File: src/shared/smcs_pkg.sv
// Purpose: constants and types of the supply chip mode sequencer
// Assumes: 125 MHz system clock
// Notes: timing figures are defaults, long ones are top parameters
package smcs_pkg;
  localparam int CLK_PERIOD_NS = 8;
  localparam int RD_TIME_US = 10;
  localparam int RD_CYC = (RD_TIME_US * 1000 + CLK_PERIOD_NS - 1) / CLK_PERIOD_NS;
  localparam int LW_TIME_MS = 200;
  localparam int LW_CYC = LW_TIME_MS * 1000000 / CLK_PERIOD_NS;
  localparam int WD_TIME_MS = 20;
  localparam int WD_CYC = WD_TIME_MS * 1000000 / CLK_PERIOD_NS;
  localparam int CNT_W = 32;
  localparam int AW = 3;
  localparam int DW = 16;
  localparam int MODE_W = 2;
  localparam int NSYNC = 5;
  localparam int SY_TEST = 0;
  localparam int SY_SUP = 1;
  localparam int SY_WAKE = 2;
  localparam int SY_TSD = 3;
  localparam int SY_SHORT = 4;
  localparam logic [NSYNC-1:0] SYNC_RST = 5'h01;
  localparam logic [AW-1:0] A_MODE = 3'h0;
  localparam logic [AW-1:0] A_HW = 3'h1;
  localparam logic [AW-1:0] A_WD = 3'h2;
  localparam logic [AW-1:0] A_STAT = 3'h3;
  localparam logic [AW-1:0] A_WAKE = 3'h4;
  localparam logic [MODE_W-1:0] MODE_NORMAL = 2'h0;
  localparam logic [MODE_W-1:0] MODE_SLEEP = 2'h1;
  localparam logic [MODE_W-1:0] MODE_STOP = 2'h2;
  localparam logic [MODE_W-1:0] MODE_SOFT_RST = 2'h3;
  localparam int SECOND_CONFIGURATION_BIT_BIT = 0;
  localparam int MAX3_BIT = 0;
  localparam int WAKE_BIT = 0;
  localparam logic SECOND_CONFIGURATION_BIT_RST = 1'h1;
  localparam logic [1:0] MAX_RST = 2'h3;
  localparam logic [1:0] CFG_0 = 2'h0;
  localparam logic [1:0] CFG_1 = 2'h1;
  localparam logic [1:0] CFG_3 = 2'h3;
  typedef enum logic [5:0] {
    ST_INIT = 6'h01, ST_NORMAL = 6'h02, ST_STOP = 6'h04,
    ST_SLEEP = 6'h08, ST_RESTART = 6'h10, ST_FAILSAFE = 6'h20
  } smcs_state_t;
  typedef struct packed {
    logic [AW-1:0] addr;
    logic [DW-1:0] wdata;
    logic wr;
    logic rd;
  } smcs_req_t;
  typedef struct packed {
    logic [1:0] pad;
    logic wd_fail;
    logic [1:0] rst_cnt;
    logic uv;
    logic spi_fail;
    logic dev;
    logic [1:0] cfg;
    smcs_state_t st;
  } smcs_stat_t;
endpackage : smcs_pkg

File: src/smcs_mode_sequencer.sv
// Purpose: operating-mode sequencer and start-up configuration
// Assumes: host reaches registers over a plain one-cycle port
// Notes: async pins pass a three-stage synchroniser
//
// Local design decisions: the address map and the strobed register port.
`timescale 1ns/1ns
`default_nettype none
module smcs_mode_sequencer #(
  parameter int LW_CYCLES = smcs_pkg::LW_CYC,
  parameter int WD_CYCLES = smcs_pkg::WD_CYC
) (
  // clock and reset
  input wire logic CLK_SYS,
  input wire logic SRST,
  // register port
  input wire smcs_pkg::smcs_req_t BUS_REQ,
  output logic [smcs_pkg::DW-1:0] BUS_RDATA,
  // supervision pins
  input wire logic MAIN_SUPPLY_OK,
  input wire logic WAKE_IN,
  input wire logic THERMAL_SD_IN,
  input wire logic SUPPLY_SHORT_IN,
  // shared fail output / test pin
  input wire logic TEST_PIN_IN,
  output logic TEST_PIN_OUT,
  output logic TEST_PIN_OE,
  output logic TEST_PULLUP_EN,
  // outputs to the system
  output logic FAIL_OUT_N,
  output logic RESET_OUT_N,
  output logic MAIN_REG_EN,
  output logic INT_N
);
  import smcs_pkg::*;

  ////////////////////////////////////////////////////////////////////
  // pin synchronisers
  logic [NSYNC-1:0] pin_raw;
  logic [NSYNC-1:0] s1_reg;
  logic [NSYNC-1:0] s2_reg;
  logic [NSYNC-1:0] s3_reg;
  logic [NSYNC-1:0] filt_reg;
  assign pin_raw = {SUPPLY_SHORT_IN, THERMAL_SD_IN, WAKE_IN, MAIN_SUPPLY_OK, TEST_PIN_IN};
  genvar gi;
  generate
    for (gi = 0; gi < NSYNC; gi++)
    begin : g_sync
      always_ff @(posedge CLK_SYS)
      begin
        if (SRST)
        begin
          s1_reg[gi] <= SYNC_RST[gi];
          s2_reg[gi] <= SYNC_RST[gi];
          s3_reg[gi] <= SYNC_RST[gi];
          filt_reg[gi] <= SYNC_RST[gi];
        end
        else
        begin
          s1_reg[gi] <= pin_raw[gi];
          s2_reg[gi] <= s1_reg[gi];
          s3_reg[gi] <= s2_reg[gi];
          if (s2_reg[gi] == s3_reg[gi])
            filt_reg[gi] <= s3_reg[gi];
        end
      end
    end
  endgenerate

  wire test_lvl = filt_reg[SY_TEST];
  wire sup_ok = filt_reg[SY_SUP];
  wire wake = filt_reg[SY_WAKE];
  wire tsd = filt_reg[SY_TSD];
  wire fail_crit = tsd | filt_reg[SY_SHORT];

  ////////////////////////////////////////////////////////////////////
  // register decode
  function automatic logic hit(input logic [AW-1:0] a, input logic [AW-1:0] b);
    return a == b;
  endfunction : hit

  smcs_state_t st_reg;
  smcs_state_t st_next;
  logic [CNT_W-1:0] cnt_reg;
  logic [CNT_W-1:0] wd_cnt_reg;
  logic [MODE_W-1:0] mode_reg;
  logic second_configuration_bit_reg;
  logic max3_reg;
  logic dev_reg;
  logic cfg_done_reg;
  logic rel_reg;
  logic lw_phase_reg;
  logic miss_reg;
  logic [1:0] rst_cnt_reg;
  logic wd_fail_reg;
  logic spi_fail_reg;
  logic uv_reg;
  logic wake_flag_reg;
  logic wake_d_reg;
  logic fail_reg;
  logic rst_n_reg;
  logic main_en_reg;
  logic int_n_reg;
  logic pull_reg;
  logic [DW-1:0] rdata_reg;

  wire is_init = st_reg == ST_INIT;
  wire is_norm = st_reg == ST_NORMAL;
  wire is_stop = st_reg == ST_STOP;
  wire is_sleep = st_reg == ST_SLEEP;
  wire is_rst = st_reg == ST_RESTART;
  wire [MODE_W-1:0] mode_val = BUS_REQ.wdata[MODE_W-1:0];
  wire wr_mode = BUS_REQ.wr & hit(BUS_REQ.addr, A_MODE);
  wire wr_hw = BUS_REQ.wr & hit(BUS_REQ.addr, A_HW);
  wire wr_wd = BUS_REQ.wr & hit(BUS_REQ.addr, A_WD);
  wire wr_stat = BUS_REQ.wr & hit(BUS_REQ.addr, A_STAT);
  wire wr_wake = BUS_REQ.wr & hit(BUS_REQ.addr, A_WAKE);
  wire soft_rst = wr_mode & (mode_val == MODE_SOFT_RST) & ~is_sleep;
  wire stop_ok = (wr_mode & (mode_val == MODE_NORMAL)) | soft_rst | wr_wd | wr_stat | wr_wake;
  wire stop_sleep = is_stop & wr_mode & (mode_val == MODE_SLEEP);
  wire refused = is_stop & BUS_REQ.wr & ~stop_ok;
  wire wr_en = BUS_REQ.wr & ~is_sleep & ~refused;
  wire any_cmd = (BUS_REQ.wr | BUS_REQ.rd) & rel_reg;
  wire rd_done = cnt_reg == CNT_W'(RD_CYC);
  wire wake_rise = wake & ~wake_d_reg;
  wire [1:0] cfg = dev_reg ? CFG_0 : (second_configuration_bit_reg ? CFG_1 : CFG_3);

  ////////////////////////////////////////////////////////////////////
  // watchdog
  wire wd_run = ((is_init & rel_reg) | is_norm | is_stop) & ~dev_reg;
  wire [CNT_W-1:0] wd_lim = lw_phase_reg ? CNT_W'(LW_CYCLES - 1) : CNT_W'(WD_CYCLES - 1);
  wire wd_trig = wr_wd & wr_en;
  wire wd_miss = wd_run & ~wd_trig & (wd_cnt_reg == wd_lim);
  wire wd_qual = wd_miss & ((cfg == CFG_1) | miss_reg);
  wire wd_restart = wd_qual & ~(max3_reg & (rst_cnt_reg == MAX_RST));

  always_ff @(posedge CLK_SYS)
  begin
    if (SRST | soft_rst | ~wd_run | wd_trig | wd_miss)
      wd_cnt_reg <= '0;
    else
      wd_cnt_reg <= wd_cnt_reg + CNT_W'(1);
  end

  always_ff @(posedge CLK_SYS)
  begin
    if (SRST | soft_rst)
    begin
      miss_reg <= 1'b0;
      rst_cnt_reg <= '0;
      fail_reg <= 1'b0;
    end
    else
    begin
      if (wd_trig | wd_qual)
        miss_reg <= 1'b0;
      else if (wd_miss)
        miss_reg <= 1'b1;
      if (wd_trig)
        rst_cnt_reg <= '0;
      else if (wd_restart)
        rst_cnt_reg <= rst_cnt_reg + 2'h1;
      if (wd_qual)
        fail_reg <= 1'b1;
    end
  end

  always_ff @(posedge CLK_SYS)
  begin
    if (SRST | soft_rst)
      lw_phase_reg <= 1'b1;
    else if (is_rst)
      lw_phase_reg <= 1'b1;
    else if (wd_trig)
      lw_phase_reg <= 1'b0;
  end

  ////////////////////////////////////////////////////////////////////
  // mode state machine
  always_comb
  begin
    st_next = st_reg;
    case (st_reg)
      ST_INIT:
        if (wd_restart)
          st_next = ST_RESTART;
        else if (any_cmd & ~soft_rst)
          st_next = ST_NORMAL;
      ST_NORMAL, ST_STOP:
        if (fail_crit)
          st_next = ST_FAILSAFE;
        else if (~sup_ok | wd_restart | stop_sleep)
          st_next = ST_RESTART;
        else if (is_norm & wr_mode & (mode_val == MODE_SLEEP))
          st_next = ST_SLEEP;
        else if (is_norm & wr_mode & (mode_val == MODE_STOP))
          st_next = ST_STOP;
        else if (is_stop & wr_mode & (mode_val == MODE_NORMAL))
          st_next = ST_NORMAL;
      ST_SLEEP:
        if (fail_crit)
          st_next = ST_FAILSAFE;
        else if (wake | wake_flag_reg)
          st_next = ST_RESTART;
      ST_RESTART:
        if (fail_crit)
          st_next = ST_FAILSAFE;
        else if (sup_ok & rd_done)
          st_next = ST_NORMAL;
      ST_FAILSAFE:
        if (wake & ~tsd)
          st_next = ST_RESTART;
      default:
        st_next = ST_INIT;
    endcase
    if (soft_rst)
      st_next = ST_INIT;
  end

  always_ff @(posedge CLK_SYS)
  begin
    if (SRST)
      st_reg <= ST_INIT;
    else
      st_reg <= st_next;
  end

  // delay counter restarts with each mode and while supply is low
  always_ff @(posedge CLK_SYS)
  begin
    if (SRST | (st_next != st_reg) | ~sup_ok)
      cnt_reg <= '0;
    else if (~rd_done)
      cnt_reg <= cnt_reg + CNT_W'(1);
  end

  ////////////////////////////////////////////////////////////////////
  // start-up configuration and reset release
  always_ff @(posedge CLK_SYS)
  begin
    if (SRST | soft_rst)
    begin
      dev_reg <= 1'b0;
      cfg_done_reg <= 1'b0;
      rel_reg <= 1'b0;
    end
    else
    begin
      if (is_init & ~cfg_done_reg & sup_ok & (cnt_reg == CNT_W'(RD_CYC - 1)))
      begin
        dev_reg <= ~test_lvl;
        cfg_done_reg <= 1'b1;
      end
      if (is_init & rd_done & sup_ok)
        rel_reg <= 1'b1;
    end
  end

  // outputs decoded from the next mode
  always_ff @(posedge CLK_SYS)
  begin
    if (SRST)
    begin
      rst_n_reg <= 1'b0;
      main_en_reg <= 1'b1;
      pull_reg <= 1'b1;
    end
    else
    begin
      rst_n_reg <= (st_next == ST_NORMAL) | (st_next == ST_STOP) |
                   ((st_next == ST_INIT) & (rel_reg | (rd_done & sup_ok)));
      main_en_reg <= (st_next != ST_SLEEP) & (st_next != ST_FAILSAFE);
      pull_reg <= st_next == ST_INIT;
    end
  end

  ////////////////////////////////////////////////////////////////////
  // registers
  always_ff @(posedge CLK_SYS)
  begin
    if (SRST | soft_rst)
    begin
      mode_reg <= MODE_NORMAL;
      second_configuration_bit_reg <= SECOND_CONFIGURATION_BIT_RST;
      max3_reg <= 1'b0;
    end
    else
    begin
      if ((st_next == ST_RESTART) & ~is_rst)
        mode_reg <= MODE_NORMAL;
      else if (wr_mode & wr_en & ~is_init & ~is_rst & ~stop_sleep)
        mode_reg <= mode_val;
      if (wr_hw & wr_en)
        second_configuration_bit_reg <= BUS_REQ.wdata[SECOND_CONFIGURATION_BIT_BIT];
      if (wr_wd & wr_en)
        max3_reg <= BUS_REQ.wdata[MAX3_BIT];
    end
  end

  // status flags, set wins over clear, except that init clears the wake flag over a set
  always_ff @(posedge CLK_SYS)
  begin
    if (SRST | soft_rst)
    begin
      spi_fail_reg <= 1'b0;
      uv_reg <= 1'b0;
      wd_fail_reg <= 1'b0;
      wake_flag_reg <= 1'b0;
      wake_d_reg <= 1'b0;
    end
    else
    begin
      wake_d_reg <= wake;
      if (refused)
        spi_fail_reg <= 1'b1;
      else if (wr_stat)
        spi_fail_reg <= 1'b0;
      if ((is_norm | is_stop) & ~sup_ok)
        uv_reg <= 1'b1;
      else if (wr_stat)
        uv_reg <= 1'b0;
      if (wd_miss)
        wd_fail_reg <= 1'b1;
      else if (wr_stat)
        wd_fail_reg <= 1'b0;
      if (is_init)
        wake_flag_reg <= 1'b0;
      else if (wake_rise)
        wake_flag_reg <= 1'b1;
      else if (wr_wake & BUS_REQ.wdata[WAKE_BIT])
        wake_flag_reg <= 1'b0;
    end
  end

  always_ff @(posedge CLK_SYS)
  begin
    if (SRST)
      int_n_reg <= 1'b1;
    else
      int_n_reg <= ~(wake_flag_reg & (is_norm | is_stop));
  end

  ////////////////////////////////////////////////////////////////////
  // read path
  smcs_stat_t stat;
  logic [DW-1:0] rd_mux;
  assign stat = '{pad: 2'h0, wd_fail: wd_fail_reg, rst_cnt: rst_cnt_reg, uv: uv_reg,
                  spi_fail: spi_fail_reg, dev: dev_reg, cfg: cfg, st: st_reg};
  assign rd_mux = hit(BUS_REQ.addr, A_MODE) ? DW'(mode_reg) :
                  hit(BUS_REQ.addr, A_HW) ? DW'(second_configuration_bit_reg) :
                  hit(BUS_REQ.addr, A_WD) ? DW'(max3_reg) :
                  hit(BUS_REQ.addr, A_STAT) ? DW'(stat) :
                  hit(BUS_REQ.addr, A_WAKE) ? DW'(wake_flag_reg) : '0;

  always_ff @(posedge CLK_SYS)
  begin
    if (SRST)
      rdata_reg <= '0;
    else
      rdata_reg <= (BUS_REQ.rd & ~is_sleep) ? rd_mux : '0;
  end

  assign BUS_RDATA = rdata_reg;
  assign RESET_OUT_N = rst_n_reg;
  assign MAIN_REG_EN = main_en_reg;
  assign INT_N = int_n_reg;
  assign FAIL_OUT_N = ~fail_reg;
  assign TEST_PIN_OUT = 1'b0;
  assign TEST_PIN_OE = fail_reg & ~pull_reg;
  assign TEST_PULLUP_EN = pull_reg;
endmodule : smcs_mode_sequencer
`default_nettype wire

File: config.mk
export PLATFORM = sky130hd
export DESIGN_NAME = smcs_mode_sequencer
export DESIGN_NICKNAME = d
export VERILOG_FILES = /design/src/shared/smcs_pkg.sv /design/src/smcs_mode_sequencer.sv
export SDC_FILE = /design/constraint.sdc
export NUM_CORES = 1
export LEC_CHECK = 0
export ABC_AREA = 1
export ABC_CLOCK_PERIOD_IN_PS = 2000
export BUFFER_PORTS_ARGS = -buffer_cell sky130_fd_sc_hd__buf_2
export CORE_MARGIN = 2
export CORE_UTILIZATION = 35
export CTS_CLUSTER_SIZE = 40
export DETAILED_ROUTE_END_ITERATION = 10
export GPL_ROUTABILITY_DRIVEN = 1
export PLACE_DENSITY = 0.63
export SLEW_MARGIN = 5
export SYNTH_ARGS = -nofsm -noshare
export SYNTH_HDL_FRONTEND = slang
export SYNTH_SLANG_ARGS = --single-unit
export TNS_END_PERCENT = 1
File: constraint.sdc
create_clock -name CLK_SYS -period 2 [get_ports CLK_SYS]
set_input_delay 0.1 -clock CLK_SYS [delete_from_list [all_inputs] [get_ports CLK_SYS]]
set_output_delay 0.1 -clock CLK_SYS [all_outputs]
set_load 0.05 [all_outputs]
==> flow_summary_export.csv <==
group,metric,value,unit
clocking,tritoncts,"built",
sta,post-route-period-util,1.14,
sta,final_critical_path_setup_slack,-0.271,ns
synthesis,synthesis.area_per_instance,7.31,sq um
global_route,pin_count_of_the_biggest_net_entering_global_routing,28,
power,seq_power_share,0.433,
route,tritonroute_pass_1_iters,4,
place,placed_area,7830,sq um
critical_path,worst_ep_arrival_time,2.58,ns
finish,post_route_cells_drive_above_1_share,0.362,
synthesis,synth.top_cell.area_share,0.415,
synthesis,synth_cell_types,40,
outcome,outcome,"finished with violations",
flow_run,cap_viol_max_count,0,
place,post-place-ws,-0.358,ns
synthesis,synth.yosys.warnings,0,
finish,seq_area,2510,sq um
critical_path,cpLargestDelayFamily,"simple AND/OR/NAND/NOR gates",
clocking,clkSinkCount,125,
floorplanning,die_area,18300,sq um
global_route,grt_antenna_before_repair,0,
critical_path,timing.critical_path.slowest_cell_delay,0.35,ns
floorplanning,floorplan.initialDensity,0.361,
synthesis,fraction_of_the_yosys_area_taken_by_sequential_cells,0.415,
critical_path,ff2ff_setup_slack,-0.27,ns
critical_path,critical_path.max_fanout,16,
critical_path,slowest_stage,"sky130_fd_sc_hd__dfxtp_2",
clocking,clock_latency,0.42,ns
route,postRouteAntennaNets,0,
power,power_per_cell_area,656,nW/um^2
critical_path,timing.setup.critical_path_class,"flip-flop to flip-flop",
route,drt_iter0_markers,268,
finish,final_cell_count_no_fill,1291,
clocking,h-tree-depth,4,
clocking,cts_root_buffer,"sky130_fd_sc_hd__clkbuf_16",
clocking,max-clock-path-buffers,2,
synthesis,synthFlopType,"sky130_fd_sc_hd__dfxtp_1",
power,share_clk_of_total_power,0.542,
sta,rsz0062_at_grt,"true",
sta,report.final.setup_viol,38,
place,post-place-cells,1246,
floorplanning,die_width,135,microns
finish,antenna_cells,0,
route,routed_wirelength,15300,microns
route,routed_via_density,4.53,
clocking,cts.reportedPaths.clkPinSlew,0.06,ns
place,finalWeightedCongestion,0.883,
synthesis,synth.ff_latch_count,125,
sta,tmin_final,2.27,ns
synthesis,gate_count_of_the_mapped_netlist,824,
sta,holdWs,0.0308,ns
sta,achievable-frequency,440,MHz
power,netSwitchingFraction,0.225,
floorplanning,die_height,135,microns
power,comb_power_share,0.025,
global_route,wire_length_of_the_first_global_routing_pass,25600,microns
critical_path,cp.required,2.31,ns
clocking,cts_buffer_count,17,
route,wl_per_cell,11.9,microns
synthesis,synth_async_reset_ratio,0,
global_route,grt_pass1_vias,5628,
global_route,globalRoute.totalOverflow,0,
finish,area_growth_syn_to_layout,46.6,%
floorplanning,floorplan.io_pins,51,
synthesis,netlist.top_cell.by_area,"sky130_fd_sc_hd__dfxtp_1",
critical_path,worst_setup_path_end_kind,"flip-flop",
finish,multi_input_gate_area,3280,sq um
place,hpwl,11200,microns
hold_path,type_of_the_worst_min_delay_path,"input pin to flip-flop",
power,vdd_ir_drop_max,0.617,mV
power,p_sw,1.31,mW
finish,fill_cells,1606,
synthesis,number_of_synthesized_flops_with_an_enable_pin,0,
power,leakagePower,3.69,nW
synthesis,summed_instance_area_of_the_synthesized_netlist,6030,sq um
critical_path,cp_num_buf_inv,2,
critical_path,crit_path_cell_trace,"ha_4 > nand2_1 > nor2_2 > nand3_1 > nor2_1 > nand3_2 > nor2_4 > buf_4 > nand4_4 > nand3_1 > nand2_1 > nand2_2 > nand3_1 > nand2_1 > nor2_2 > nand3_4 > buf_12 > nor2_1",
floorplanning,fp.coreArea,16700,sq um
outcome,violations,"setup timing",
route,detail_route.drc_violations,0,
route,count_of_vias_placed_by_the_detailed_router,5851,
finish,postLayoutCellArea,8830,sq um
place,port_buffers,33,
power,power.internal,4.49,mW
synthesis,post_synth_main_area_contributors,"sky130_fd_sc_hd__dfxtp_1 (42%), sky130_fd_sc_hd__nor2_1 (8.7%), sky130_fd_sc_hd__nand2_1 (7.8%)",
floorplanning,std_cell_rows,47,
critical_path,worstSetupStartpointType,"flip-flop",
sta,fin_skew,0.0104,ns
power,p_total,5.80,mW
finish,design.final.nets,1091,
sta,finalMaxSlewViolations,0,
global_route,grt_use_total,0.175,
sta,final_hold_fails,0,
## cells in the final DEF, fill, tap and decap left out, drive strengths merged, types with 2 or more instances in the layout
cell,count
nand4,23
buf,219
and2,2
nor3b,10
bufinv,2
clkbuf,19
a31oi,4
xor2,31
or2,6
nand2,130
clkinvlp,3
o22ai,2
ha,5
a21oi,34
nor2,181
inv,133
a211oi,7
nand3,60
nor3,35
clkinv,2
dlygate4sd3,7
o21ai,7
dfxtp,125
nor4,5
o21a,3
conb,3
xnor2,8
## per-stage QoR
| step | utilization | setup TNS, ns |
|---|---|---|
| 6_report | 0.529 | -8.48 |
| 3_5_place_dp | 0.469 | -12.27 |
| 5_1_grt | 0.529 | -17.02 |
| 3_3_place_gp | 0.469 | -11.76 |
| 4_1_cts | 0.519 | -6.92 |
| 2_1_floorplan | - | -3.18 |
## layout make-up
class | count | area share
inverters | 127 | 0.0547
clock buffers | 19 | 0.0513
clock inverters | 13 | 0.0173
repair buffers | 226 | 0.189
multi-input cells | 561 | 0.372
flip-flops and latches | 125 | 0.285
well taps | 220 | 0.0312
## cells by family (layout without fill, tap and decap cells)
kind of cell | count (synthesis) | count (layout) | share of synthesized area
and+or+nand+nor | 453 | 454 | 0.366
adders and majority gates | 5 | 5 | 0.0104
buffers and inverters | 141 | 385 | 0.0947
DFF | 125 | 125 | 0.415
xor gates and xnor gates | 39 | 39 | 0.0567
AOI/OAI and AO/OA | 60 | 60 | 0.0567
other | 1 | 3 | 0.000622
## power by group through the flow
stage / clock [mW] / sequential [mW] / combinational (mW)
global route: 3.32 / 2.51 / 0.157
global placement: 0 / 2.57 / 0.127
CTS: 3.21 / 2.51 / 0.140
floorplan: 0 / 2.57 / 0.0736
detailed placement: 0 / 2.57 / 0.128
finish: 3.14 / 2.51 / 0.143
## final timing paths
| check | startpoint | end | cells past startpoint |
|---|---|---|---|
| setup / recovery | wd_cnt_reg[1]$_SDFF_PP0_ | cnt_reg[0]$_SDFFE_PP0P_ | 18 |
| setup reg to reg | wd_cnt_reg[1]$_SDFF_PP0_ | cnt_reg[0]$_SDFFE_PP0P_ | 18 |
| hold reg to reg | s1_reg[0]$_SDFF_PP1_ | s2_reg[0]$_SDFF_PP1_ | 1 |
| hold / removal | BUS_REQ[20] | BUS_RDATA[0]$_SDFF_PP0_ | 4 |
## worst min-delay path: stages
cell	delay (ns)
sky130_fd_sc_hd__buf_2	0.10
sky130_fd_sc_hd__nor3_1	0.06
sky130_fd_sc_hd__nand2_1	0.07
sky130_fd_sc_hd__a31oi_1	0.07
## synth_stat cells, drive strengths merged (2+ instances only)
cell,number
a211oi,7
ha,5
xnor2,8
nor2,181
nand2,130
a21oi,34
dfxtp,125
xor2,31
o21ai,7
buf,7
and2,2
nand4,22
or2,6
inv,126
a31oi,4
nor4,5
o21a,3
nor3,35
nand3,60
o22ai,2
clkbuf,7
nor3b,10
## what timing repair did
action | 4_1_cts | 5_1_grt
gates resized for setup | 30 | 37
cloned | 1 | 0
hold buffers | 7 | 0
setup endpoints to repair | 50 | 76
pin swaps | 11 | 6
buffers inserted | 4 | 1
hold endpoints to repair | 7 | 0
## routing by layer
layer  vias to the layer above  GRT usage  part of all wire
li1                       3073          -                 -
met1                      2666      0.219              0.45
met2                        83      0.296              0.49
met3                        29     0.0397             0.034
met4                         0     0.0631             0.021
met5                         -          0                 0
No activity file was read; power rests on OpenSTA's default activity.
